File: src/rtl/rmrw_pkg.sv
// Constants, bit layout and state codes of the receive record writer.
// Assumes a 16-bit shared RAM with a 15-bit word address and one write per cycle.
//
// Summary of operation
// - Each receive record puts the info word at the data pointer, the time tag next, then data.
// - On a message error with deferred data on, only the info word and time tag are stored; immediate mode keeps the words written before the error.
// - With deferred data on, data words go to RAM after the message, else as each arrives.
// - Bit 15 flags an RT-RT receive whose sender did not start before the response time-out.
// - Bit 14 flags a Manchester or parity error in any received data word.
// - Bit 13 shows a gap error when the select bit is 0 and broadcast when it is 1.
// - Bit 12 flags fewer contiguous data words than the command word count.
// - Bit 11 flags a data word that came with a command/status sync.
// - Bit 10 summarises the errors of bits 7 and 11 to 15.
// - Bit 9 flags a BUSY answer from global or per-command busy, data still stored.
// - Bit 8 copies the illegal-command table entry of the received command.
// - Bit 7 flags a bad second command word or a bad or misaddressed sender status.
// - Bit 6 flags an RT-RT receive that ended without any error.
// - Bit 5 is 0 for bus A and 1 for bus B.
// - Bits 4 to 0 copy the command word count, where zero means 32 words.

package rmrw_pkg;

   ////////////////////////////////////////////////////////////////////////////////
   // Widths
   localparam int unsigned ADDR_W    = 15;
   localparam int unsigned DATA_W    = 16;
   localparam int unsigned WC_W      = 5;
   localparam int unsigned CNT_W     = 6;
   localparam int unsigned BUF_AW    = 5;
   localparam int unsigned BUF_DEPTH = 32;

   ////////////////////////////////////////////////////////////////////////////////
   // Counts, offsets and reset values
   localparam logic [CNT_W-1:0]  FULL_COUNT  = 6'h20;
   localparam logic [CNT_W-1:0]  CNT_ONE     = 6'h01;
   localparam logic [WC_W-1:0]   WC_ZERO     = 5'h00;
   localparam logic [ADDR_W-1:0] TAG_OFFSET  = 15'h0001;
   localparam logic [ADDR_W-1:0] DATA_OFFSET = 15'h0002;
   localparam logic [DATA_W-1:0] INFO_RESET  = 16'h0000;

   ////////////////////////////////////////////////////////////////////////////////
   // Info word bit positions
   localparam int unsigned BIT_TIMEOUT = 15;
   localparam int unsigned BIT_BADWORD = 14;
   localparam int unsigned BIT_GAPBC   = 13;
   localparam int unsigned BIT_SHORT   = 12;
   localparam int unsigned BIT_SYNC    = 11;
   localparam int unsigned BIT_MESSAGE_ERROR_FLAG    = 10;
   localparam int unsigned BIT_BUSY    = 9;
   localparam int unsigned BIT_ILLEGAL = 8;
   localparam int unsigned BIT_SENDER  = 7;
   localparam int unsigned BIT_TERMINAL_TO_TERMINAL_FLAG    = 6;
   localparam int unsigned BIT_BUS     = 5;
   localparam int unsigned BIT_WC_MSB  = 4;
   localparam int unsigned BIT_WC_LSB  = 0;

   ////////////////////////////////////////////////////////////////////////////////
   // Sticky error flag indices
   localparam int unsigned FLG_TIMEOUT = 0;
   localparam int unsigned FLG_BADWORD = 1;
   localparam int unsigned FLG_SYNC    = 2;
   localparam int unsigned FLG_GAP     = 3;
   localparam int unsigned FLG_SENDER  = 4;
   localparam int unsigned NUM_FLAGS   = 5;

   ////////////////////////////////////////////////////////////////////////////////
   // Record writer states
   typedef enum logic [2:0] {
      RMRW_IDLE    = 3'b000,
      RMRW_RECEIVE = 3'b001,
      RMRW_CLOSE   = 3'b010,
      RMRW_FLUSH   = 3'b011,
      RMRW_TAG     = 3'b100,
      RMRW_INFO    = 3'b101
   } rmrw_state_e;

endpackage

File: src/rtl/rmrw_record_writer.sv
// Receive subaddress record writer: collects message flags and writes the record to RAM.
// Assumes the decoder gives one strobe per word, a command start and an end-of-message pulse,
// and that the shared RAM takes a write on every cycle that RAM_WR_EN is high.
`timescale 1ns/1ps

module rmrw_record_writer (
   // Clock and reset
   input  wire logic                          CORE_CLK,
   input  wire logic                          RST,
   // Configuration
   input  wire logic                          DEFER_DATA_WRITE,
   input  wire logic                          GAP_OR_BCAST_SELECT,
   // Command start
   input  wire logic                          CMD_VALID,
   input  wire logic [rmrw_pkg::WC_W-1:0]     CMD_WORD_COUNT,
   input  wire logic                          CMD_BUS_B,
   input  wire logic                          CMD_BROADCAST,
   input  wire logic                          CMD_RT_RT,
   input  wire logic                          CMD_ILLEGAL,
   input  wire logic                          CMD_GLOBAL_BUSY,
   input  wire logic                          CMD_PER_COMMAND_BUSY,
   input  wire logic [rmrw_pkg::ADDR_W-1:0]   CMD_DATA_POINTER,
   input  wire logic [rmrw_pkg::DATA_W-1:0]   CMD_TIME_TAG,
   // Received words and message events
   input  wire logic                          WORD_VALID,
   input  wire logic [rmrw_pkg::DATA_W-1:0]   WORD_DATA,
   input  wire logic                          WORD_MANCHESTER_ERR,
   input  wire logic                          WORD_PARITY_ERR,
   input  wire logic                          WORD_CMD_SYNC,
   input  wire logic                          RESP_TIMEOUT,
   input  wire logic                          GAP_DETECTED,
   input  wire logic                          SENDER_FAULT,
   input  wire logic                          MSG_DONE,
   // Shared RAM write port
   output logic                               RAM_WR_EN,
   output logic      [rmrw_pkg::ADDR_W-1:0]   RAM_WR_ADDR,
   output logic      [rmrw_pkg::DATA_W-1:0]   RAM_WR_DATA,
   // Status
   output logic                               RECORD_BUSY,
   output logic                               RECORD_DONE,
   output logic      [rmrw_pkg::DATA_W-1:0]   LAST_INFO_WORD
);

   ////////////////////////////////////////////////////////////////////////////////
   // Declarations
   rmrw_pkg::rmrw_state_e state_reg;
   rmrw_pkg::rmrw_state_e state_next;
   logic                             defer_reg;
   logic                             gapsel_reg;
   logic [rmrw_pkg::WC_W-1:0]        wc_reg;
   logic                             busb_reg;
   logic                             bcast_reg;
   logic                             terminal_to_terminal_flag_reg;
   logic                             illegal_reg;
   logic                             busy_reg;
   logic [rmrw_pkg::ADDR_W-1:0]      ptr_reg;
   logic [rmrw_pkg::DATA_W-1:0]      tag_reg;
   logic [rmrw_pkg::CNT_W-1:0]       word_cnt_reg;
   logic [rmrw_pkg::CNT_W-1:0]       rd_idx_reg;
   logic [rmrw_pkg::CNT_W-1:0]       pend_idx_reg;
   logic                             pend_reg;
   logic [rmrw_pkg::NUM_FLAGS-1:0]   flags_reg;
   logic [rmrw_pkg::NUM_FLAGS-1:0]   flag_set;
   logic [rmrw_pkg::DATA_W-1:0]      info_word;
   logic [rmrw_pkg::DATA_W-1:0]      buf_rdata;
   logic [rmrw_pkg::CNT_W-1:0]       expected;
   logic [rmrw_pkg::ADDR_W-1:0]      live_addr;
   logic [rmrw_pkg::ADDR_W-1:0]      flush_addr;
   logic                             start;
   logic                             in_rx;
   logic                             word_bad;
   logic                             word_ok;
   logic                             err_live;
   logic                             short_cnt;
   logic                             message_error_flag;
   logic                             store_word;
   logic                             issue;
   logic                             we_next;
   logic [rmrw_pkg::ADDR_W-1:0]      addr_next;
   logic [rmrw_pkg::DATA_W-1:0]      data_next;

   ////////////////////////////////////////////////////////////////////////////////
   // Decode of the current word and message state
   assign start      = (state_reg == rmrw_pkg::RMRW_IDLE) && CMD_VALID;
   assign in_rx      = (state_reg == rmrw_pkg::RMRW_RECEIVE);
   assign expected   = (wc_reg == rmrw_pkg::WC_ZERO) ? rmrw_pkg::FULL_COUNT : {1'b0, wc_reg};
   assign word_bad   = WORD_MANCHESTER_ERR || WORD_PARITY_ERR;
   assign word_ok    = WORD_VALID && !word_bad && !WORD_CMD_SYNC;
   assign err_live   = |flags_reg;
   assign short_cnt  = word_cnt_reg < expected;
   assign message_error_flag       = err_live || short_cnt;
   // Once an error is seen, immediate mode stops writing; deferred mode discards later anyway
   assign store_word = in_rx && word_ok && short_cnt && (defer_reg || !err_live);
   assign issue      = (state_reg == rmrw_pkg::RMRW_FLUSH) && (rd_idx_reg < word_cnt_reg);

   // Event sources of the sticky error flags
   // Time-out only for RT-RT
   assign flag_set[rmrw_pkg::FLG_TIMEOUT] = RESP_TIMEOUT && terminal_to_terminal_flag_reg;
   assign flag_set[rmrw_pkg::FLG_BADWORD] = WORD_VALID && word_bad;
   assign flag_set[rmrw_pkg::FLG_SYNC]    = WORD_VALID && WORD_CMD_SYNC;
   assign flag_set[rmrw_pkg::FLG_GAP]     = GAP_DETECTED;
   assign flag_set[rmrw_pkg::FLG_SENDER]  = SENDER_FAULT;

   ////////////////////////////////////////////////////////////////////////////////
   // Info word assembly from the latched command and flags
   assign info_word[rmrw_pkg::BIT_TIMEOUT] = flags_reg[rmrw_pkg::FLG_TIMEOUT];
   assign info_word[rmrw_pkg::BIT_BADWORD] = flags_reg[rmrw_pkg::FLG_BADWORD];
   assign info_word[rmrw_pkg::BIT_GAPBC]   = gapsel_reg ? bcast_reg : flags_reg[rmrw_pkg::FLG_GAP];
   assign info_word[rmrw_pkg::BIT_SHORT]   = short_cnt;
   assign info_word[rmrw_pkg::BIT_SYNC]    = flags_reg[rmrw_pkg::FLG_SYNC];
   assign info_word[rmrw_pkg::BIT_MESSAGE_ERROR_FLAG]    = message_error_flag;
   assign info_word[rmrw_pkg::BIT_BUSY]    = busy_reg;
   assign info_word[rmrw_pkg::BIT_ILLEGAL] = illegal_reg;
   assign info_word[rmrw_pkg::BIT_SENDER]  = flags_reg[rmrw_pkg::FLG_SENDER];
   assign info_word[rmrw_pkg::BIT_TERMINAL_TO_TERMINAL_FLAG]    = terminal_to_terminal_flag_reg && !message_error_flag;
   assign info_word[rmrw_pkg::BIT_BUS]     = busb_reg;
   assign info_word[rmrw_pkg::BIT_WC_MSB:rmrw_pkg::BIT_WC_LSB] = wc_reg;

   ////////////////////////////////////////////////////////////////////////////////
   // Record sequencing
   // Error skips data flush
   always_comb begin
      state_next = state_reg;
      unique case (state_reg)
         rmrw_pkg::RMRW_IDLE:    if (CMD_VALID) state_next = rmrw_pkg::RMRW_RECEIVE;
         rmrw_pkg::RMRW_RECEIVE: if (MSG_DONE) state_next = rmrw_pkg::RMRW_CLOSE;
         rmrw_pkg::RMRW_CLOSE:   state_next = (defer_reg && !message_error_flag) ? rmrw_pkg::RMRW_FLUSH
                                                                   : rmrw_pkg::RMRW_TAG;
         rmrw_pkg::RMRW_FLUSH:   if (!issue) state_next = rmrw_pkg::RMRW_TAG;
         rmrw_pkg::RMRW_TAG:     state_next = rmrw_pkg::RMRW_INFO;
         rmrw_pkg::RMRW_INFO:    state_next = rmrw_pkg::RMRW_IDLE;
         default:                state_next = rmrw_pkg::RMRW_IDLE;
      endcase
   end

   always_ff @(posedge CORE_CLK) begin
      if (RST) state_reg <= rmrw_pkg::RMRW_IDLE;
      else     state_reg <= state_next;
   end

   // Command context, taken once so a mid-message change of configuration cannot split a record
   always_ff @(posedge CORE_CLK) begin
      if (RST) begin
         {defer_reg, gapsel_reg, busb_reg, bcast_reg, terminal_to_terminal_flag_reg, illegal_reg, busy_reg} <= 7'h00;
         wc_reg  <= rmrw_pkg::WC_ZERO;
         ptr_reg <= '0;
         tag_reg <= '0;
      end else if (start) begin
         {defer_reg, gapsel_reg} <= {DEFER_DATA_WRITE, GAP_OR_BCAST_SELECT};
         {busb_reg, bcast_reg, terminal_to_terminal_flag_reg} <= {CMD_BUS_B, CMD_BROADCAST, CMD_RT_RT};
         illegal_reg <= CMD_ILLEGAL;
         busy_reg    <= CMD_GLOBAL_BUSY || CMD_PER_COMMAND_BUSY;
         wc_reg      <= CMD_WORD_COUNT;
         ptr_reg     <= CMD_DATA_POINTER;
         tag_reg     <= CMD_TIME_TAG;
      end
   end

   // Sticky error flags, cleared only by reset and at the start of the next record
   genvar g;
   generate
      for (g = 0; g < rmrw_pkg::NUM_FLAGS; g = g + 1) begin : g_flag
         always_ff @(posedge CORE_CLK) begin
            if (RST || start)             flags_reg[g] <= 1'b0;
            else if (in_rx && flag_set[g]) flags_reg[g] <= 1'b1;
         end
      end
   endgenerate

   // Word counting; words beyond the expected count are never written
   always_ff @(posedge CORE_CLK) begin
      if (RST || start)                             word_cnt_reg <= '0;
      else if (in_rx && WORD_VALID && short_cnt)    word_cnt_reg <= word_cnt_reg + rmrw_pkg::CNT_ONE;
   end

   // Flush read pointer; buffer read data land one cycle after the issue
   always_ff @(posedge CORE_CLK) begin
      if (RST || start) begin
         rd_idx_reg   <= '0;
         pend_idx_reg <= '0;
         pend_reg     <= 1'b0;
      end else begin
         pend_reg     <= issue;
         pend_idx_reg <= rd_idx_reg;
         if (issue) rd_idx_reg <= rd_idx_reg + rmrw_pkg::CNT_ONE;
      end
   end

   rmrw_word_buf u_word_buf (
      .core_clk (CORE_CLK),
      .wr_en    (store_word && defer_reg),
      .wr_addr  (word_cnt_reg[rmrw_pkg::BUF_AW-1:0]),
      .wr_data  (WORD_DATA),
      .rd_addr  (rd_idx_reg[rmrw_pkg::BUF_AW-1:0]),
      .rd_data  (buf_rdata)
   );

   ////////////////////////////////////////////////////////////////////////////////
   // RAM write selection
   // Data after the two header words
   assign live_addr  = ptr_reg + rmrw_pkg::DATA_OFFSET
                     + {{(rmrw_pkg::ADDR_W-rmrw_pkg::CNT_W){1'b0}}, word_cnt_reg};
   assign flush_addr = ptr_reg + rmrw_pkg::DATA_OFFSET
                     + {{(rmrw_pkg::ADDR_W-rmrw_pkg::CNT_W){1'b0}}, pend_idx_reg};
   assign we_next    = (store_word && !defer_reg) || pend_reg
                     || (state_reg == rmrw_pkg::RMRW_TAG) || (state_reg == rmrw_pkg::RMRW_INFO);
   // Tag at pointer plus one, info at pointer, info last so the host sees a full record
   assign addr_next  = (state_reg == rmrw_pkg::RMRW_INFO) ? ptr_reg
                     : (state_reg == rmrw_pkg::RMRW_TAG)  ? ptr_reg + rmrw_pkg::TAG_OFFSET
                     : pend_reg ? flush_addr : live_addr;
   assign data_next  = (state_reg == rmrw_pkg::RMRW_INFO) ? info_word
                     : (state_reg == rmrw_pkg::RMRW_TAG)  ? tag_reg
                     : pend_reg ? buf_rdata : WORD_DATA;

   // Registered RAM port and status
   always_ff @(posedge CORE_CLK) begin
      if (RST) begin
         RAM_WR_EN      <= 1'b0;
         RAM_WR_ADDR    <= '0;
         RAM_WR_DATA    <= '0;
         RECORD_DONE    <= 1'b0;
         LAST_INFO_WORD <= rmrw_pkg::INFO_RESET;
      end else begin
         RAM_WR_EN   <= we_next;
         RAM_WR_ADDR <= addr_next;
         RAM_WR_DATA <= data_next;
         RECORD_DONE <= (state_reg == rmrw_pkg::RMRW_INFO);
         if (state_reg == rmrw_pkg::RMRW_INFO) LAST_INFO_WORD <= info_word;
      end
   end

   assign RECORD_BUSY = (state_reg != rmrw_pkg::RMRW_IDLE);

   ////////////////////////////////////////////////////////////////////////////////
   // Checks
   // Tag placement
   a_tag_word_place: assert property (@(posedge CORE_CLK) disable iff (RST)
      (state_reg == rmrw_pkg::RMRW_TAG) |=> RAM_WR_EN && RAM_WR_DATA == tag_reg
         && RAM_WR_ADDR == ptr_reg + rmrw_pkg::TAG_OFFSET ##1 RAM_WR_EN && RAM_WR_ADDR == ptr_reg)
      else $error("tag or info word misplaced");
   a_error_no_data: assert property (@(posedge CORE_CLK) disable iff (RST)
      (state_reg == rmrw_pkg::RMRW_CLOSE && message_error_flag) |=> state_reg == rmrw_pkg::RMRW_TAG ##1 !pend_reg)
      else $error("data flushed for errored record");
   a_defer_hold_data: assert property (@(posedge CORE_CLK) disable iff (RST)
      (in_rx && defer_reg) |=> !RAM_WR_EN)
      else $error("RAM written during deferred receive");
   a_immed_word_write: assert property (@(posedge CORE_CLK) disable iff (RST)
      (store_word && !defer_reg) |=> RAM_WR_EN && RAM_WR_DATA == $past(WORD_DATA)
         && RAM_WR_ADDR == $past(live_addr))
      else $error("received word not written at once");
   a_timeout_bit_set: assert property (@(posedge CORE_CLK) disable iff (RST)
      (in_rx && RESP_TIMEOUT && terminal_to_terminal_flag_reg) |=> info_word[rmrw_pkg::BIT_TIMEOUT]
         && info_word[rmrw_pkg::BIT_MESSAGE_ERROR_FLAG])
      else $error("time-out not flagged");
   a_bad_word_bit: assert property (@(posedge CORE_CLK) disable iff (RST)
      (in_rx && WORD_VALID && word_bad) |=> info_word[rmrw_pkg::BIT_BADWORD] && !RAM_WR_EN)
      else $error("bad word not flagged or written");
   a_gap_flag_shown: assert property (@(posedge CORE_CLK) disable iff (RST)
      (in_rx && GAP_DETECTED && !gapsel_reg) |=> info_word[rmrw_pkg::BIT_GAPBC])
      else $error("gap error not flagged");
   a_short_count_bit: assert property (@(posedge CORE_CLK) disable iff (RST)
      (state_reg == rmrw_pkg::RMRW_CLOSE && word_cnt_reg == expected)
         |-> !info_word[rmrw_pkg::BIT_SHORT])
      else $error("short count flagged on full message");
   a_sync_error_bit: assert property (@(posedge CORE_CLK) disable iff (RST)
      (in_rx && WORD_VALID && WORD_CMD_SYNC) |=> info_word[rmrw_pkg::BIT_SYNC])
      else $error("sync error not flagged");
   a_terminal_to_terminal_flag_clean_only: assert property (@(posedge CORE_CLK) disable iff (RST)
      info_word[rmrw_pkg::BIT_TERMINAL_TO_TERMINAL_FLAG] |-> !info_word[rmrw_pkg::BIT_SENDER]
         && !info_word[rmrw_pkg::BIT_MESSAGE_ERROR_FLAG])
      else $error("RT-RT flag with error");
   a_count_bus_copy: assert property (@(posedge CORE_CLK) disable iff (RST)
      start |=> info_word[rmrw_pkg::BIT_WC_MSB:0] == $past(CMD_WORD_COUNT)
         && info_word[rmrw_pkg::BIT_BUS] == $past(CMD_BUS_B))
      else $error("word count or bus side not copied");

endmodule

File: src/rtl/rmrw_word_buf.sv
// Holding store for data words of one message while their RAM write is deferred.
// Assumes one write and one read per cycle; read data appear one cycle after the address.
`timescale 1ns/1ps

module rmrw_word_buf (
   // Clock
   input  wire logic                            core_clk,
   // Write side
   input  wire logic                            wr_en,
   input  wire logic [rmrw_pkg::BUF_AW-1:0]     wr_addr,
   input  wire logic [rmrw_pkg::DATA_W-1:0]     wr_data,
   // Read side
   input  wire logic [rmrw_pkg::BUF_AW-1:0]     rd_addr,
   output logic      [rmrw_pkg::DATA_W-1:0]     rd_data
);

   logic [rmrw_pkg::DATA_W-1:0] mem_reg [rmrw_pkg::BUF_DEPTH];

   ////////////////////////////////////////////////////////////////////////////////
   // Storage without reset, contents are only read after being written
   always_ff @(posedge core_clk) begin
      if (wr_en) begin
         mem_reg[wr_addr] <= wr_data;
      end
   end

   // Registered read port
   always_ff @(posedge core_clk) begin
      rd_data <= mem_reg[rd_addr];
   end

endmodule

File: config.mk
export PLATFORM = sky130hd
export DESIGN_NAME = rmrw_record_writer
export DESIGN_NICKNAME = d
export VERILOG_FILES = /design/src/rtl/rmrw_pkg.sv /design/src/rtl/rmrw_record_writer.sv /design/src/rtl/rmrw_word_buf.sv
export SDC_FILE = /design/constraint.sdc
export NUM_CORES = 1
export LEC_CHECK = 0
export ABC_AREA = 1
export BUFFER_PORTS_ARGS = -buffer_cell sky130_fd_sc_hd__buf_2
export CAP_MARGIN = 0
export CORE_UTILIZATION = 64
export CTS_BUF_LIST = sky130_fd_sc_hd__clkbuf_4 sky130_fd_sc_hd__clkbuf_8
export DETAILED_ROUTE_END_ITERATION = 16
export PLACE_DENSITY = 0.86
export SLEW_MARGIN = 20
export SYNTH_ARGS = -nofsm -noshare
export SYNTH_HDL_FRONTEND = slang
export SYNTH_SLANG_ARGS = --single-unit
File: constraint.sdc
create_clock -name CORE_CLK -period 3.55 [get_ports CORE_CLK]
set_input_delay 1.065 -clock CORE_CLK [delete_from_list [all_inputs] [get_ports CORE_CLK]]
set_output_delay 1.065 -clock CORE_CLK [all_outputs]
set_load 0.01 [all_outputs]
==> impl_metrics.toml <==
[outcome]
status = "finished clean"

[clocking]
ctsHoldBuffers = 0
cts_sinks = 647
cts_resized = 0
post_cts_buffers = 0
clkLatencyLatePin_ps = 690
htreeDepth = 3
clk_path_buf_depth = 3
cts_root_buf = "clkbuf_8"
clk_pin_slew_ps = 70
cts_buffers = 97
tritoncts = "yes"

[finish]
nNetsFinal = 2569
seqCellArea_um2 = 18090
fin_area_um2 = 29650
multiInputGateArea_um2 = 7182
n_fill_cell = 2550
area_delta_synth_final_pct = 12.54
largest_reg_flops = 512
instances_no_fill = 3079
drive_above_1_share_pct = 16.64
diodes = 0

[job]
max_cap_violations = 0

[floorplanning]
start_util_pct = 65.55
io-pin-count = 121
placement_rows = 73
dieHeight_um = 204.9
fp.coreArea_um2 = 40190
die-area_um2 = 41980
die_w_um = 204.9

[timing]
fmax_mhz = 314.5
tightestPinTransition_ps = 878.7
fin_crit_sh_pct = 89.57
period_needed_ps = 3180
fin_worst_skew_ps = 31.99
setup_viol = 0
rsz0062_at_grt = "false"
hold_viol = 0
slew_violations = 0
fin_setup_tns_ps = 0
relSlewSlack_pct = 41.36

[global_routing]
grt_first_pass_wirelength_um = 113900
grt_max_degree = 115
grt_pass1_vias = 19260
grt_antenna_before_repair = 0
grt_remaining_overflow = 0
grt_use_total_pct = 36.86

[synthesis]
yosys.area.top_type = "edfxtp_1"
yosysMostFrequentCell = "edfxtp_1"
synthTopCellsByCount = "edfxtp_1 (512), nor2_1 (335), o21ai_0 (332), nand2_1 (221), dfxtp_1 (135)"
yosysSeqAreaShare_pct = 68.62
synthFlopType = "edfxtp_1"
synthCells = 2315
syn-cell-area_um2 = 26340
synth_fp_nets = 2410
synth-seq-cells = 647
ys_warn_count = 0
avgSynthCellArea_um2 = 11.38
synth_area_leaders = "edfxtp_1 (58%), dfxtp_1 (10%), o21ai_0 (6.3%)"
yosysTopAreaCellShare_pct = 58.36
synthDistinctLibCells = 46
synth-edff-count = 512
synthArstFlopShare_pct = 0

[drt]
drc = 0
vias = 20120
postRouteAntennaNets = 0
wl_per_cell_um = 24.70
drt_iter0_drc = 3543
dr.pass1.iters = 7
routed_wl_um = 76040
via_per_inst = 6.533

[setup_path]
startpoint_type = "register"
cp_max_fo = 13
arrival_ps = 3560
critPathKind = "reg2reg"
critPathRequiredTime_ps = 3930
cp-end-kind = "register"

[min_path]
hold_class = "reg2reg"

[placement]
dpl.cell_count = 2900
gp_congestion = 1.092
placed_area_um2 = 27640
io_buffers = 120
dp_hpwl_um = 50030

[power]
peakVddDrop_mv = 0.4408
pwr_density_cell_nw_per_um2 = 519.2
p_leak_nw = 10.64
total_power_w = 0.01539
==> power by group <==
part           switching [W]  total, W  internal [W]
Sequential         0.0000799   0.00835       0.00827
Combinational       0.000569  0.000789      0.000221
Clock                0.00288   0.00626       0.00338
==> kinds of logic after synthesis <==
| group | share of synthesized area, % |
|---|---|
| DFF | 68.62 |
| adders and majority gates | 1.168 |
| xor gates and xnor gates | 0.2660 |
| buffers and inverters | 4.146 |
| muxes | 0.03800 |
| and+or+nand+nor | 11.97 |
| AOI/OAI and AO/OA | 13.79 |
==> critical path, stage by stage, from the launching register on <==
cell	delay, ps
dfxtp_1	330
nor3_1	230
nand3_1	110
ha_1	300
nand2_1	90
nor2_1	50
nor3_1	140
nand2_1	220
nor2_4	240
nand2_1	130
nor2_4	210
nand2_2	230
nor2_1	340
buf_4	270
==> cells in the final DEF (no fill, tap or decap), types with 3 or more instances in the layout <==
cell type / instances
edfxtp_1: 512
nor2_1: 334
o21ai_0: 332
nand2_1: 221
dfxtp_1: 132
buf_2: 120
inv_1: 109
clkbuf_8: 105
a21oi_1: 90
nand3_1: 87
o22ai_1: 84
buf_4: 77
o221ai_1: 53
clkbuf_4: 32
o21ai_1: 28
nand4_1: 27
clkinv_1: 25
o211ai_1: 24
ha_1: 23
nand2_2: 19
nor3_1: 13
clkinv_2: 13
inv_2: 9
nor2_2: 8
a31oi_1: 8
nor2_4: 7
nand3_2: 7
xor2_1: 6
a211oi_1: 6
inv_6: 5
or2_2: 4
bufinv_16: 4
o21bai_1: 3
a22o_1: 3
buf_12: 3
==> per-stage QoR <==
| step | hold WS (ps) | util, % | worst slack, ps |
|---|---|---|---|
| 6_report | 452.8 | 73.77 | 370.3 |
| 3_3_place_gp | 423.5 | 68.77 | 323.3 |
| 4_1_cts | 449.5 | 73.77 | 413.9 |
| 3_5_place_dp | 436.0 | 68.77 | 321.4 |
| 2_1_floorplan | 423.7 | - | 488.5 |
| 5_1_grt | 469.1 | 73.77 | 131.7 |
==> worst paths after layout <==
| check | startpoint | end | slack, ps | cells past startpoint |
|---|---|---|---|---|
| worst min register to register | LAST_INFO_WORD[13]$_SDFFE_PP0P_ | LAST_INFO_WORD[13]$_SDFFE_PP0P_ | 450 | 2 |
| worst min-delay path | LAST_INFO_WORD[13]$_SDFFE_PP0P_ | LAST_INFO_WORD[13]$_SDFFE_PP0P_ | 450 | 2 |
| worst max-delay path | wc_reg[1]$_SDFFE_PP0P_ | u_word_buf.mem_reg[0][0]$_DFFE_PP_ | 370 | 13 |
| worst max register to register | wc_reg[1]$_SDFFE_PP0P_ | u_word_buf.mem_reg[0][0]$_DFFE_PP_ | 370 | 13 |
==> per-layer routing <==
layer,GRT usage (%),up-vias,wire [µm]
li1,-,8679,-
met1,49.61,9314,26850
met2,54.51,1819,33330
met3,10.28,304,11430
met4,20.21,0,4425
met5,0,-,0
==> layout make-up <==
cell class | instances | share of cell area, %
clock buffers | 137 | 5.685
repair buffers | 200 | 4.178
inverters | 125 | 1.604
multi-input cells | 1403 | 24.22
clock inverters | 42 | 1.089
flip-flops and latches | 647 | 61.00
well taps | 525 | 2.216
Note: power is estimated with default switching activity, not from simulation.
